## src/verilog/umsf_regs.svh

```systemverilog
`ifndef UMSF_REGS_SVH
`define UMSF_REGS_SVH

// ----------------------------------------------------------------
// Register locations
// ----------------------------------------------------------------
`define UMSF_ADDR_W          4
`define UMSF_OFS_STATUS_THR  4'h6
`define UMSF_OFS_SCRATCH_TRIG 4'h7

// ----------------------------------------------------------------
// Reset values
// ----------------------------------------------------------------
`define UMSF_RST_SCRATCH     8'hFF
`define UMSF_RST_THRESH      8'h00
`define UMSF_RST_TRIGGER     8'h00
`define UMSF_RST_XOFF        8'h00

// ----------------------------------------------------------------
// Unlock keys and control bit positions
// ----------------------------------------------------------------
`define UMSF_LINE_KEY        8'hBF
`define UMSF_UNLOCK_KEY      8'h5A
`define UMSF_LINE_DIV        7
`define UMSF_MODEM_DTR       0
`define UMSF_MODEM_RTS       1
`define UMSF_MODEM_OUT1      2
`define UMSF_MODEM_OUT2      3
`define UMSF_MODEM_LOOP      4
`define UMSF_FIFO_RXT_HI     7
`define UMSF_FIFO_RXT_LO     6
`define UMSF_FIFO_TXT_HI     5
`define UMSF_FIFO_TXT_LO     4

// ----------------------------------------------------------------
// Modem pin order and synchroniser idle level
// ----------------------------------------------------------------
`define UMSF_PIN_CTS         0
`define UMSF_PIN_DSR         1
`define UMSF_PIN_RI          2
`define UMSF_PIN_CD          3
`define UMSF_PINS            4
`define UMSF_PIN_IDLE        4'hF

`endif
```

## src/verilog/umsf_pkg.sv

```systemverilog
`include "umsf_regs.svh"

package umsf_pkg;

  typedef logic [7:0] umsf_byte_type;
  typedef logic [6:0] umsf_count_type;

  typedef struct packed {
    logic [`UMSF_PINS-1:0] meta;
    logic [`UMSF_PINS-1:0] stable;
  } umsf_sync_type;

  typedef struct packed {
    umsf_byte_type         scratch;
    umsf_byte_type         thresh;
    umsf_byte_type         trigger;
    umsf_byte_type         xoffFirst;
    umsf_byte_type         xoffSecond;
    logic [3:0]            delta;
    logic [3:0]            prevStatus;
    logic                  halted;
    logic                  rtsN;
    logic                  sendXon;
    logic                  sendXoff;
    logic                  rxTrigger;
    logic                  txTrigger;
    logic                  modemIrq;
    umsf_byte_type         rdData;
  } umsf_state_type;

endpackage : umsf_pkg

```

## src/verilog/umsf_modem_flow.sv

```systemverilog
`timescale 1ns/100ps
`include "umsf_regs.svh"

module umsf_modem_flow #(
  parameter logic [6:0] RX_LEVEL_0 = 7'h08,
  parameter logic [6:0] RX_LEVEL_1 = 7'h10,
  parameter logic [6:0] RX_LEVEL_2 = 7'h20,
  parameter logic [6:0] RX_LEVEL_3 = 7'h30,
  parameter logic [6:0] TX_LEVEL_0 = 7'h08,
  parameter logic [6:0] TX_LEVEL_1 = 7'h10,
  parameter logic [6:0] TX_LEVEL_2 = 7'h20,
  parameter logic [6:0] TX_LEVEL_3 = 7'h30
) (
  // Clock and reset
  input  wire logic                     ref_clk,
  input  wire logic                     rst,
  // Host register port
  input  wire logic [`UMSF_ADDR_W-1:0]  regAddr,
  input  wire logic                     regWrEn,
  input  wire logic                     regRdEn,
  input  wire umsf_pkg::umsf_byte_type  regWrData,
  output umsf_pkg::umsf_byte_type       regRdData,
  // Neighbouring register contents
  input  wire umsf_pkg::umsf_byte_type  lineControl,
  input  wire umsf_pkg::umsf_byte_type  modemControl,
  input  wire umsf_pkg::umsf_byte_type  fifoControl,
  input  wire umsf_pkg::umsf_byte_type  specialUnlock,
  input  wire logic                     enhancedEnable,
  input  wire logic                     specialSelect,
  input  wire logic                     modemIntEnable,
  // Flow control enables
  input  wire logic                     autoRtsEnable,
  input  wire logic                     autoSoftFlowEnable,
  // FIFO levels
  input  wire umsf_pkg::umsf_count_type rxFifoCount,
  input  wire umsf_pkg::umsf_count_type txFifoSpace,
  // Modem pins, active low
  input  wire logic                     ctsN,
  input  wire logic                     dsrN,
  input  wire logic                     riN,
  input  wire logic                     cdN,
  output logic                          rtsN,
  // Flow and trigger events
  output logic                          sendXon,
  output logic                          sendXoff,
  output logic                          rxTrigger,
  output logic                          txTrigger,
  output logic                          modemIrq,
  // Characters for the transmitter
  output umsf_pkg::umsf_byte_type       xoffCharFirst,
  output umsf_pkg::umsf_byte_type       xoffCharSecond
);
  import umsf_pkg::*;

  // ----------------------------------------------------------------
  // Helpers
  // ----------------------------------------------------------------
  function automatic umsf_count_type umsf_times4(input logic [3:0] nib);
    umsf_times4 = {1'b0, nib, 2'b00};
  endfunction : umsf_times4

  function automatic umsf_count_type umsf_pick(input logic [1:0] sel,
                                               input umsf_count_type l0,
                                               input umsf_count_type l1,
                                               input umsf_count_type l2,
                                               input umsf_count_type l3);
    case (sel)
      2'b00:   umsf_pick = l0;
      2'b01:   umsf_pick = l1;
      2'b10:   umsf_pick = l2;
      default: umsf_pick = l3;
    endcase
  endfunction : umsf_pick

  umsf_state_type        state_q;
  umsf_state_type        state_d;
  logic [`UMSF_PINS-1:0] pinSync;
  logic [3:0]            status;
  logic [3:0]            deltaSet;
  logic                  loopback;
  logic                  lineKey;
  logic                  altSelect;
  logic                  selXoffFirst;
  logic                  selThresh;
  logic                  selStatus;
  logic                  selXoffSecond;
  logic                  selTrigger;
  logic                  selScratch;
  logic                  hitStatus;
  logic                  hitScratch;
  umsf_byte_type         statusByte;
  umsf_count_type        resumeLevel;
  umsf_count_type        haltLevel;
  umsf_count_type        rxLevel;
  umsf_count_type        txLevel;
  logic                  flowOn;

  // ----------------------------------------------------------------
  // Pin synchroniser
  // ----------------------------------------------------------------
  umsf_pin_sync u_pin_sync (
    .ref_clk  (ref_clk),
    .rst      (rst),
    .pinAsync ({cdN, riN, dsrN, ctsN}),
    .pinSync  (pinSync)
  );

  // ----------------------------------------------------------------
  // Modem status view
  // ----------------------------------------------------------------
  assign loopback = modemControl[`UMSF_MODEM_LOOP];

  // Order {CD, RI, DSR, CTS}
  always_comb begin
    if (loopback) begin
      status = {modemControl[`UMSF_MODEM_OUT2],
                modemControl[`UMSF_MODEM_OUT1],
                modemControl[`UMSF_MODEM_DTR],
                modemControl[`UMSF_MODEM_RTS]};
    end else begin
      status = ~{pinSync[`UMSF_PIN_CD], pinSync[`UMSF_PIN_RI],
                 pinSync[`UMSF_PIN_DSR], pinSync[`UMSF_PIN_CTS]};
    end
  end

  // RI flags only the pin's rise, i.e. status bit falling
  assign deltaSet = {status[3] ^ state_q.prevStatus[3],
                     state_q.prevStatus[2] & ~status[2],
                     status[1] ^ state_q.prevStatus[1],
                     status[0] ^ state_q.prevStatus[0]};

  assign statusByte = {status, state_q.delta};

  // ----------------------------------------------------------------
  // Register select
  // ----------------------------------------------------------------
  assign lineKey   = (lineControl == `UMSF_LINE_KEY);
  // Loopback reuses control bit 2 as a status source, so it stops selecting
  assign altSelect = modemControl[`UMSF_MODEM_OUT1] & ~loopback;

  assign selXoffFirst  = lineKey & ~specialSelect;
  assign selThresh     = ~selXoffFirst & enhancedEnable & altSelect & ~specialSelect;
  assign selStatus     = ~selXoffFirst & ~lineControl[`UMSF_LINE_DIV] & ~altSelect
                         & ~specialSelect;
  assign selXoffSecond = lineKey & (specialUnlock != `UMSF_UNLOCK_KEY);
  assign selTrigger    = ~selXoffSecond & enhancedEnable & altSelect;
  assign selScratch    = ~selXoffSecond & ~lineControl[`UMSF_LINE_DIV] & ~altSelect;

  assign hitStatus  = (regAddr == `UMSF_OFS_STATUS_THR);
  assign hitScratch = (regAddr == `UMSF_OFS_SCRATCH_TRIG);

  // ----------------------------------------------------------------
  // Thresholds and trigger levels
  // ----------------------------------------------------------------
  assign resumeLevel = umsf_times4(state_q.thresh[7:4]);
  assign haltLevel   = umsf_times4(state_q.thresh[3:0]);
  assign rxLevel     = (state_q.trigger[7:4] != 4'h0) ? umsf_times4(state_q.trigger[7:4]) :
                       umsf_pick(fifoControl[`UMSF_FIFO_RXT_HI:`UMSF_FIFO_RXT_LO],
                                 RX_LEVEL_0, RX_LEVEL_1, RX_LEVEL_2, RX_LEVEL_3);
  assign txLevel     = (state_q.trigger[3:0] != 4'h0) ? umsf_times4(state_q.trigger[3:0]) :
                       umsf_pick(fifoControl[`UMSF_FIFO_TXT_HI:`UMSF_FIFO_TXT_LO],
                                 TX_LEVEL_0, TX_LEVEL_1, TX_LEVEL_2, TX_LEVEL_3);
  // Zero halt nibble disables automatic flow, avoiding a halt at empty
  assign flowOn      = (autoRtsEnable | autoSoftFlowEnable) & (state_q.thresh[3:0] != 4'h0);

  // ----------------------------------------------------------------
  // Next state
  // ----------------------------------------------------------------
  always_comb begin
    state_d            = state_q;
    state_d.prevStatus = status;
    state_d.sendXon    = 1'b0;
    state_d.sendXoff   = 1'b0;

    // Set wins over the clear from a status read
    if (regRdEn && hitStatus && selStatus) begin
      state_d.delta = deltaSet;
    end else begin
      state_d.delta = state_q.delta | deltaSet;
    end

    if (regWrEn && hitStatus) begin
      if (selXoffFirst) begin
        state_d.xoffFirst = regWrData;
      end else if (selThresh) begin
        state_d.thresh = regWrData;
      end
    end
    if (regWrEn && hitScratch) begin
      if (selXoffSecond) begin
        state_d.xoffSecond = regWrData;
      end else if (selTrigger) begin
        state_d.trigger = regWrData;
      end else if (selScratch) begin
        state_d.scratch = regWrData;
      end
    end

    if (!flowOn) begin
      state_d.halted = 1'b0;
    end else if (!state_q.halted && rxFifoCount >= haltLevel) begin
      state_d.halted   = 1'b1;
      state_d.sendXoff = autoSoftFlowEnable;
    end else if (state_q.halted && rxFifoCount <= resumeLevel) begin
      state_d.halted  = 1'b0;
      state_d.sendXon = autoSoftFlowEnable;
    end

    // With auto RTS off, control bit 1 set drives the pin low; with it on, the pin is high while halted
    state_d.rtsN      = autoRtsEnable ? state_d.halted : ~modemControl[`UMSF_MODEM_RTS];
    state_d.rxTrigger = (rxFifoCount >= rxLevel);
    state_d.txTrigger = (txFifoSpace >= txLevel);
    state_d.modemIrq  = modemIntEnable & (|state_d.delta);

    if (regRdEn) begin
      if (hitStatus && selXoffFirst) begin
        state_d.rdData = state_q.xoffFirst;
      end else if (hitStatus && selThresh) begin
        state_d.rdData = state_q.thresh;
      end else if (hitStatus && selStatus) begin
        state_d.rdData = statusByte;
      end else if (hitScratch && selXoffSecond) begin
        state_d.rdData = state_q.xoffSecond;
      end else if (hitScratch && selTrigger) begin
        state_d.rdData = state_q.trigger;
      end else if (hitScratch && selScratch) begin
        state_d.rdData = state_q.scratch;
      end else begin
        state_d.rdData = 8'h00;
      end
    end
  end

  // ----------------------------------------------------------------
  // State register
  // ----------------------------------------------------------------
  always_ff @(posedge ref_clk or posedge rst) begin
    if (rst) begin
      state_q            <= '0;
      state_q.scratch    <= `UMSF_RST_SCRATCH;
      state_q.thresh     <= `UMSF_RST_THRESH;
      state_q.trigger    <= `UMSF_RST_TRIGGER;
      state_q.xoffFirst  <= `UMSF_RST_XOFF;
      state_q.xoffSecond <= `UMSF_RST_XOFF;
      state_q.rtsN       <= 1'b1;
    end else begin
      state_q <= state_d;
    end
  end

  assign regRdData      = state_q.rdData;
  assign rtsN           = state_q.rtsN;
  assign sendXon        = state_q.sendXon;
  assign sendXoff       = state_q.sendXoff;
  assign rxTrigger      = state_q.rxTrigger;
  assign txTrigger      = state_q.txTrigger;
  assign modemIrq       = state_q.modemIrq;
  assign xoffCharFirst  = state_q.xoffFirst;
  assign xoffCharSecond = state_q.xoffSecond;

  // ----------------------------------------------------------------
  // Checks
  // ----------------------------------------------------------------
  AST_LOOP_STATUS: assert property (@(posedge ref_clk) disable iff (rst)
    (regRdEn && hitStatus && selStatus && loopback)
    |=> regRdData[7:4] == {$past(modemControl[3]), $past(modemControl[2]),
                           $past(modemControl[0]), $past(modemControl[1])})
    else $error("loopback status bits wrong");

  AST_CTS_DELTA: assert property (@(posedge ref_clk) disable iff (rst)
    (!loopback && $changed(pinSync[`UMSF_PIN_CTS]) && !$past(loopback))
    |-> ##1 state_q.delta[0])
    else $error("cts change not flagged");

  AST_RI_EDGE: assert property (@(posedge ref_clk) disable iff (rst)
    (!loopback && !$past(loopback) && $fell(pinSync[`UMSF_PIN_RI]))
    |=> state_q.delta[2] == $past(state_q.delta[2] && !(regRdEn && hitStatus && selStatus)))
    else $error("ri falling pin flagged");

  AST_READ_CLEAR: assert property (@(posedge ref_clk) disable iff (rst)
    (regRdEn && hitStatus && selStatus && deltaSet == 4'h0) |=> state_q.delta == 4'h0)
    else $error("status read did not clear flags");

  AST_MODEM_IRQ: assert property (@(posedge ref_clk) disable iff (rst)
    (modemIntEnable && deltaSet != 4'h0) |=> modemIrq)
    else $error("modem interrupt missing");

  AST_HALT: assert property (@(posedge ref_clk) disable iff (rst)
    (flowOn && autoRtsEnable && !state_q.halted && rxFifoCount >= haltLevel)
    |=> rtsN && $past(autoSoftFlowEnable) == sendXoff)
    else $error("halt threshold not acted on");

  AST_RESUME: assert property (@(posedge ref_clk) disable iff (rst)
    (flowOn && state_q.halted && rxFifoCount <= resumeLevel) |=> !state_q.halted)
    else $error("resume threshold not acted on");

  AST_RX_TRIG: assert property (@(posedge ref_clk) disable iff (rst)
    (state_q.trigger[7:4] != 4'h0)
    |=> rxTrigger == ($past(rxFifoCount) >= {1'b0, $past(state_q.trigger[7:4]), 2'b00}))
    else $error("receive trigger wrong");

  AST_TX_TRIG: assert property (@(posedge ref_clk) disable iff (rst)
    (state_q.trigger[3:0] != 4'h0)
    |=> txTrigger == ($past(txFifoSpace) >= {1'b0, $past(state_q.trigger[3:0]), 2'b00}))
    else $error("transmit trigger wrong");

  AST_XOFF_FIRST_WRITE: assert property (@(posedge ref_clk) disable iff (rst)
    (regWrEn && hitStatus && lineKey && !specialSelect)
    |=> xoffCharFirst == $past(regWrData) && state_q.thresh == $past(state_q.thresh))
    else $error("first xoff write wrong");

  AST_SCRATCH_WRITE: assert property (@(posedge ref_clk) disable iff (rst)
    (regWrEn && hitScratch && !lineControl[`UMSF_LINE_DIV]
     && !(modemControl[`UMSF_MODEM_OUT1] && !loopback))
    |=> state_q.scratch == $past(regWrData))
    else $error("scratch write lost");

  AST_XOFF_SECOND_HIDE: assert property (@(posedge ref_clk) disable iff (rst)
    (regWrEn && hitScratch && specialUnlock == `UMSF_UNLOCK_KEY)
    |=> xoffCharSecond == $past(xoffCharSecond))
    else $error("hidden second xoff written");

endmodule : umsf_modem_flow

```

## src/verilog/umsf_pin_sync.sv

```systemverilog
`timescale 1ns/100ps
`include "umsf_regs.svh"

module umsf_pin_sync (
  // Clock and reset
  input  wire logic                  ref_clk,
  input  wire logic                  rst,
  // Pins
  input  wire logic [`UMSF_PINS-1:0] pinAsync,
  output logic      [`UMSF_PINS-1:0] pinSync
);
  import umsf_pkg::*;

  umsf_sync_type syncState_q;
  umsf_sync_type syncState_d;

  always_comb begin
    syncState_d        = syncState_q;
    syncState_d.meta   = pinAsync;
    syncState_d.stable = syncState_q.meta;
  end

  // Idle high so no false change flags right after reset
  always_ff @(posedge ref_clk or posedge rst) begin
    if (rst) begin
      syncState_q <= {`UMSF_PIN_IDLE, `UMSF_PIN_IDLE};
    end else begin
      syncState_q <= syncState_d;
    end
  end

  assign pinSync = syncState_q.stable;

endmodule : umsf_pin_sync

```

## config.mk

```make
export PLATFORM = sky130hd
export DESIGN_NAME = umsf_modem_flow
export DESIGN_NICKNAME = d
export VERILOG_FILES = /design/src/verilog/umsf_pkg.sv /design/src/verilog/umsf_modem_flow.sv /design/src/verilog/umsf_pin_sync.sv
export VERILOG_INCLUDE_DIRS = /design/src /design/src/verilog
export SDC_FILE = /design/constraint.sdc
export NUM_CORES = 1
export LEC_CHECK = 0
export BUFFER_PORTS_ARGS = -buffer_cell sky130_fd_sc_hd__buf_4
export CELL_PAD_IN_SITES_DETAIL_PLACEMENT = 0
export CELL_PAD_IN_SITES_GLOBAL_PLACEMENT = 1
export CORE_ASPECT_RATIO = 0.9
export CORE_MARGIN = 2
export CORE_UTILIZATION = 44
export DETAILED_ROUTE_END_ITERATION = 16
export GPL_TIMING_DRIVEN = 1
export PLACE_DENSITY = 0.95
export SLEW_MARGIN = 10
export SYNTH_ARGS = -nofsm -noshare
export SYNTH_HDL_FRONTEND = slang
export SYNTH_SLANG_ARGS = --single-unit
export TNS_END_PERCENT = 1
```

## constraint.sdc

```tcl
create_clock -name ref_clk -period 3.4 [get_ports ref_clk]
set_input_delay 0 -clock ref_clk [delete_from_list [all_inputs] [get_ports ref_clk]]
set_output_delay 0 -clock ref_clk [all_outputs]
set_load 0.01 [all_outputs]
```

==> results.json <==
{
  "synth_edf_count": 0,
  "post_drt_wl_per_cell_um": 17.0,
  "fin_area_um2": 4950,
  "antenna_found_initial": 0,
  "rows": 32,
  "cts_tree": "built",
  "clock_path_buffers": 2,
  "clk_latency_ns": 0.35,
  "timing.fmax_mhz": 421,
  "drive_gt1_share_pct": 39.6,
  "r2r_cells": 8,
  "first_iter_violations": 165,
  "dieHeight_um": 93.1,
  "synthFlopType": "dfrtp_1",
  "dp_hpwl_mm": 7.11,
  "path_clk_slew_ns": 0.08,
  "grt_pass1_wl_mm": 15.2,
  "final_nets": 524,
  "synthTopCellsByArea": "dfrtp_1, dfstp_2, mux2_2",
  "ant_nets": 0,
  "hold_path_class": "primary input to flip-flop",
  "synthesis.nets": 429,
  "cap_violations": 0,
  "synth.most_common_cell": "dfrtp_1",
  "routed_via_density": 5.37,
  "cts_sinks": 71,
  "overflow": 0,
  "max-vdd-ir-drop_mv": 0.230,
  "end_kind": "flip-flop",
  "synth.top_cell.area_share_pct": 34.8,
  "finalSetupViolCount": 0,
  "seq_area_frac_synth_pct": 46.4,
  "max_slew_margin_pct": 34.4,
  "yosysUniqueCellTypes": 59,
  "tightest_slew_ns": 0.984,
  "start_kind": "flip-flop",
  "post-synth-top-area-cell": "dfrtp_1",
  "numCtsBuffers": 9,
  "grt_max_degree": 48,
  "syn2layout_area_growth_pct": 27.8,
  "syn_avg_cell_area_um2": 11.3,
  "finalCritPeriodShare_pct": 69.9,
  "status": "complete, no violations",
  "dr.pass1.iters": 4,
  "setup_tns_ns": 0,
  "synth_common_cells": "dfrtp_1, mux2_2, buf_4",
  "syn_inst": 342,
  "diodes": 0,
  "syn-cell-area_um2": 3880,
  "vias": 3013,
  "port_buffers": 93,
  "p_per_area_nw_per_um2": 397,
  "synthArstFlopShare_pct": 100,
  "core_um2": 8570,
  "grt_usage_pct": 20.8,
  "htreeDepth": 3,
  "initial_core_util_pct": 45.3,
  "drc": 0,
  "period_minus_slack_ns": 2.38,
  "drt_wl_total_mm": 9.54,
  "die_area_um2": 9580,
  "ys_warn_count": 0,
  "fin_skew_ns": 0.0114,
  "io_pins": 101,
  "synth-seq-cells": 71,
  "hold_depth": 3,
  "die_w_um": 103,
  "slew_violations": 0,
  "placed_cell_area_um2": 4510,
  "crit_arrival_ns": 2.66,
  "clockRootBuffer": "clkbuf_8",
  "crit_required_ns": 3.68,
  "crit_type": "flip-flop to flip-flop",
  "p_leak_nw": 2.38,
  "gp_congestion": 0.881,
  "cts_resized": 0,
  "rsz0062_at_grt": "no",
  "report.final.hold_viol_count": 0,
  "grt_pass1_vias": 2971,
  "cp_max_fo": 3
}
-- routing by layer --
layer / GRT usage, % / vias up / share of wire [%]
met4: 7.35 / 0 / 1.4
met1: 28.8 / 1473 / 45
met5: 0 / - / 0
met3: 3.59 / 16 / 5.8
li1: - / 1421 / -
met2: 33.0 / 103 / 48
-- placed cells by master (no fill, tap or decap), types with 5 or more instances in the layout --
cell	netlist	layout
buf_4	24	95
dfrtp_1	54	54
mux2_2	26	26
dlygate4sd3_1	0	23
inv_1	23	22
nand2_1	22	22
dfstp_2	17	17
ha_1	16	16
a21oi_1	10	10
a31oi_1	9	9
clkbuf_8	0	9
nor2_1	8	8
mux2_4	8	8
nand2b_1	7	7
nor2b_1	7	7
o21ai_1	6	6
o22ai_1	6	6
nor3_1	5	5
a22o_1	5	5
a222oi_1	5	5
a21o_1	5	5
-- metrics by stage --
step | instances | hold WS (ns) | utilization [%] | total power [mW] | setup slack (ns)
2_1_floorplan | 342 | 0.00448 | - | 1.11 | 1.63
3_3_place_gp | 522 | 0.109 | 52.6 | 1.23 | 1.59
3_5_place_dp | 522 | 0.110 | 52.6 | 1.24 | 1.52
4_1_cts | 561 | 0.00471 | 57.8 | 1.98 | 1.01
5_1_grt | 561 | 0.0340 | 57.8 | 2.05 | 0.921
6_report | 561 | 0.0128 | 57.8 | 1.97 | 1.02
-- worst paths after layout --
kind | from | endpoint | slack (ns)
worst max-delay path | haltLevel[3] | rtsN | 1.02
max in group asynchronous | rst | state_q[59] | 2.03
worst min register to register | u_pin_sync.syncState_d[1] | u_pin_sync.pinSync[1] | 0.36
min in group asynchronous | rst | rxTrigger | 0.44
worst max register to register | haltLevel[3] | rtsN | 1.02
worst min-delay path | modemControl[1] | state_q[15] | 0.01
-- kinds of logic after synthesis --
group / share of synthesized area (%)
buffers and inverters: 8.23
AO/OA/AOI/OAI: 16.3
adder cells (fa/ha/maj): 5.16
flip-flops: 46.4
multiplexers: 10.9
AND/OR/NAND/NOR: 12.3
XOR/XNOR: 0.678
-- sequential cells by signal, indices dropped and copies added, names as in the netlist --
register	flops
state_q	25
regRdData	8
xoffCharFirst	8
xoffCharSecond	8
haltLevel	4
resumeLevel	4
u_pin_sync.pinSync	4
u_pin_sync.syncState_d	4
modemIrq	1
rtsN	1
rxTrigger	1
sendXoff	1
sendXon	1
txTrigger	1
-- what timing repair did --
| item | in CTS | in global routing |
|---|---|---|
| hold buffers | 23 | 0 |
| buffers inserted | 0 | 0 |
| endpoints found under the hold margin | 97 | 0 |
-- worst max-delay path: stages (launching register included) --
cell and delay (ns):
dfrtp_1 0.40, inv_1 0.09, ha_1 0.23, nor2b_1 0.13
a311o_1 0.33, a311o_1 0.35, o21ai_0 0.11, o22ai_1 0.11
dlygate4sd3_1 0.56
-- report_power, final --
| group | total (mW) | internal [mW] | switching, mW |
|---|---|---|---|
| registers | 0.947 | 0.911 | 0.0351 |
| clock network | 0.716 | 0.384 | 0.332 |
| logic | 0.305 | 0.166 | 0.139 |
-- final cells by class --
class,instances,area [µm²]
Clock buffer,10,149
Clock inverter,6,67.6
Fill cell,724,3610
Inverter,23,86.3
Multi-Input combinational cell,214,1760
Sequential cell,71,1800
Tap cell,119,149
Timing Repair Buffer,118,943
Note: power is estimated with default switching activity, not from simulation.
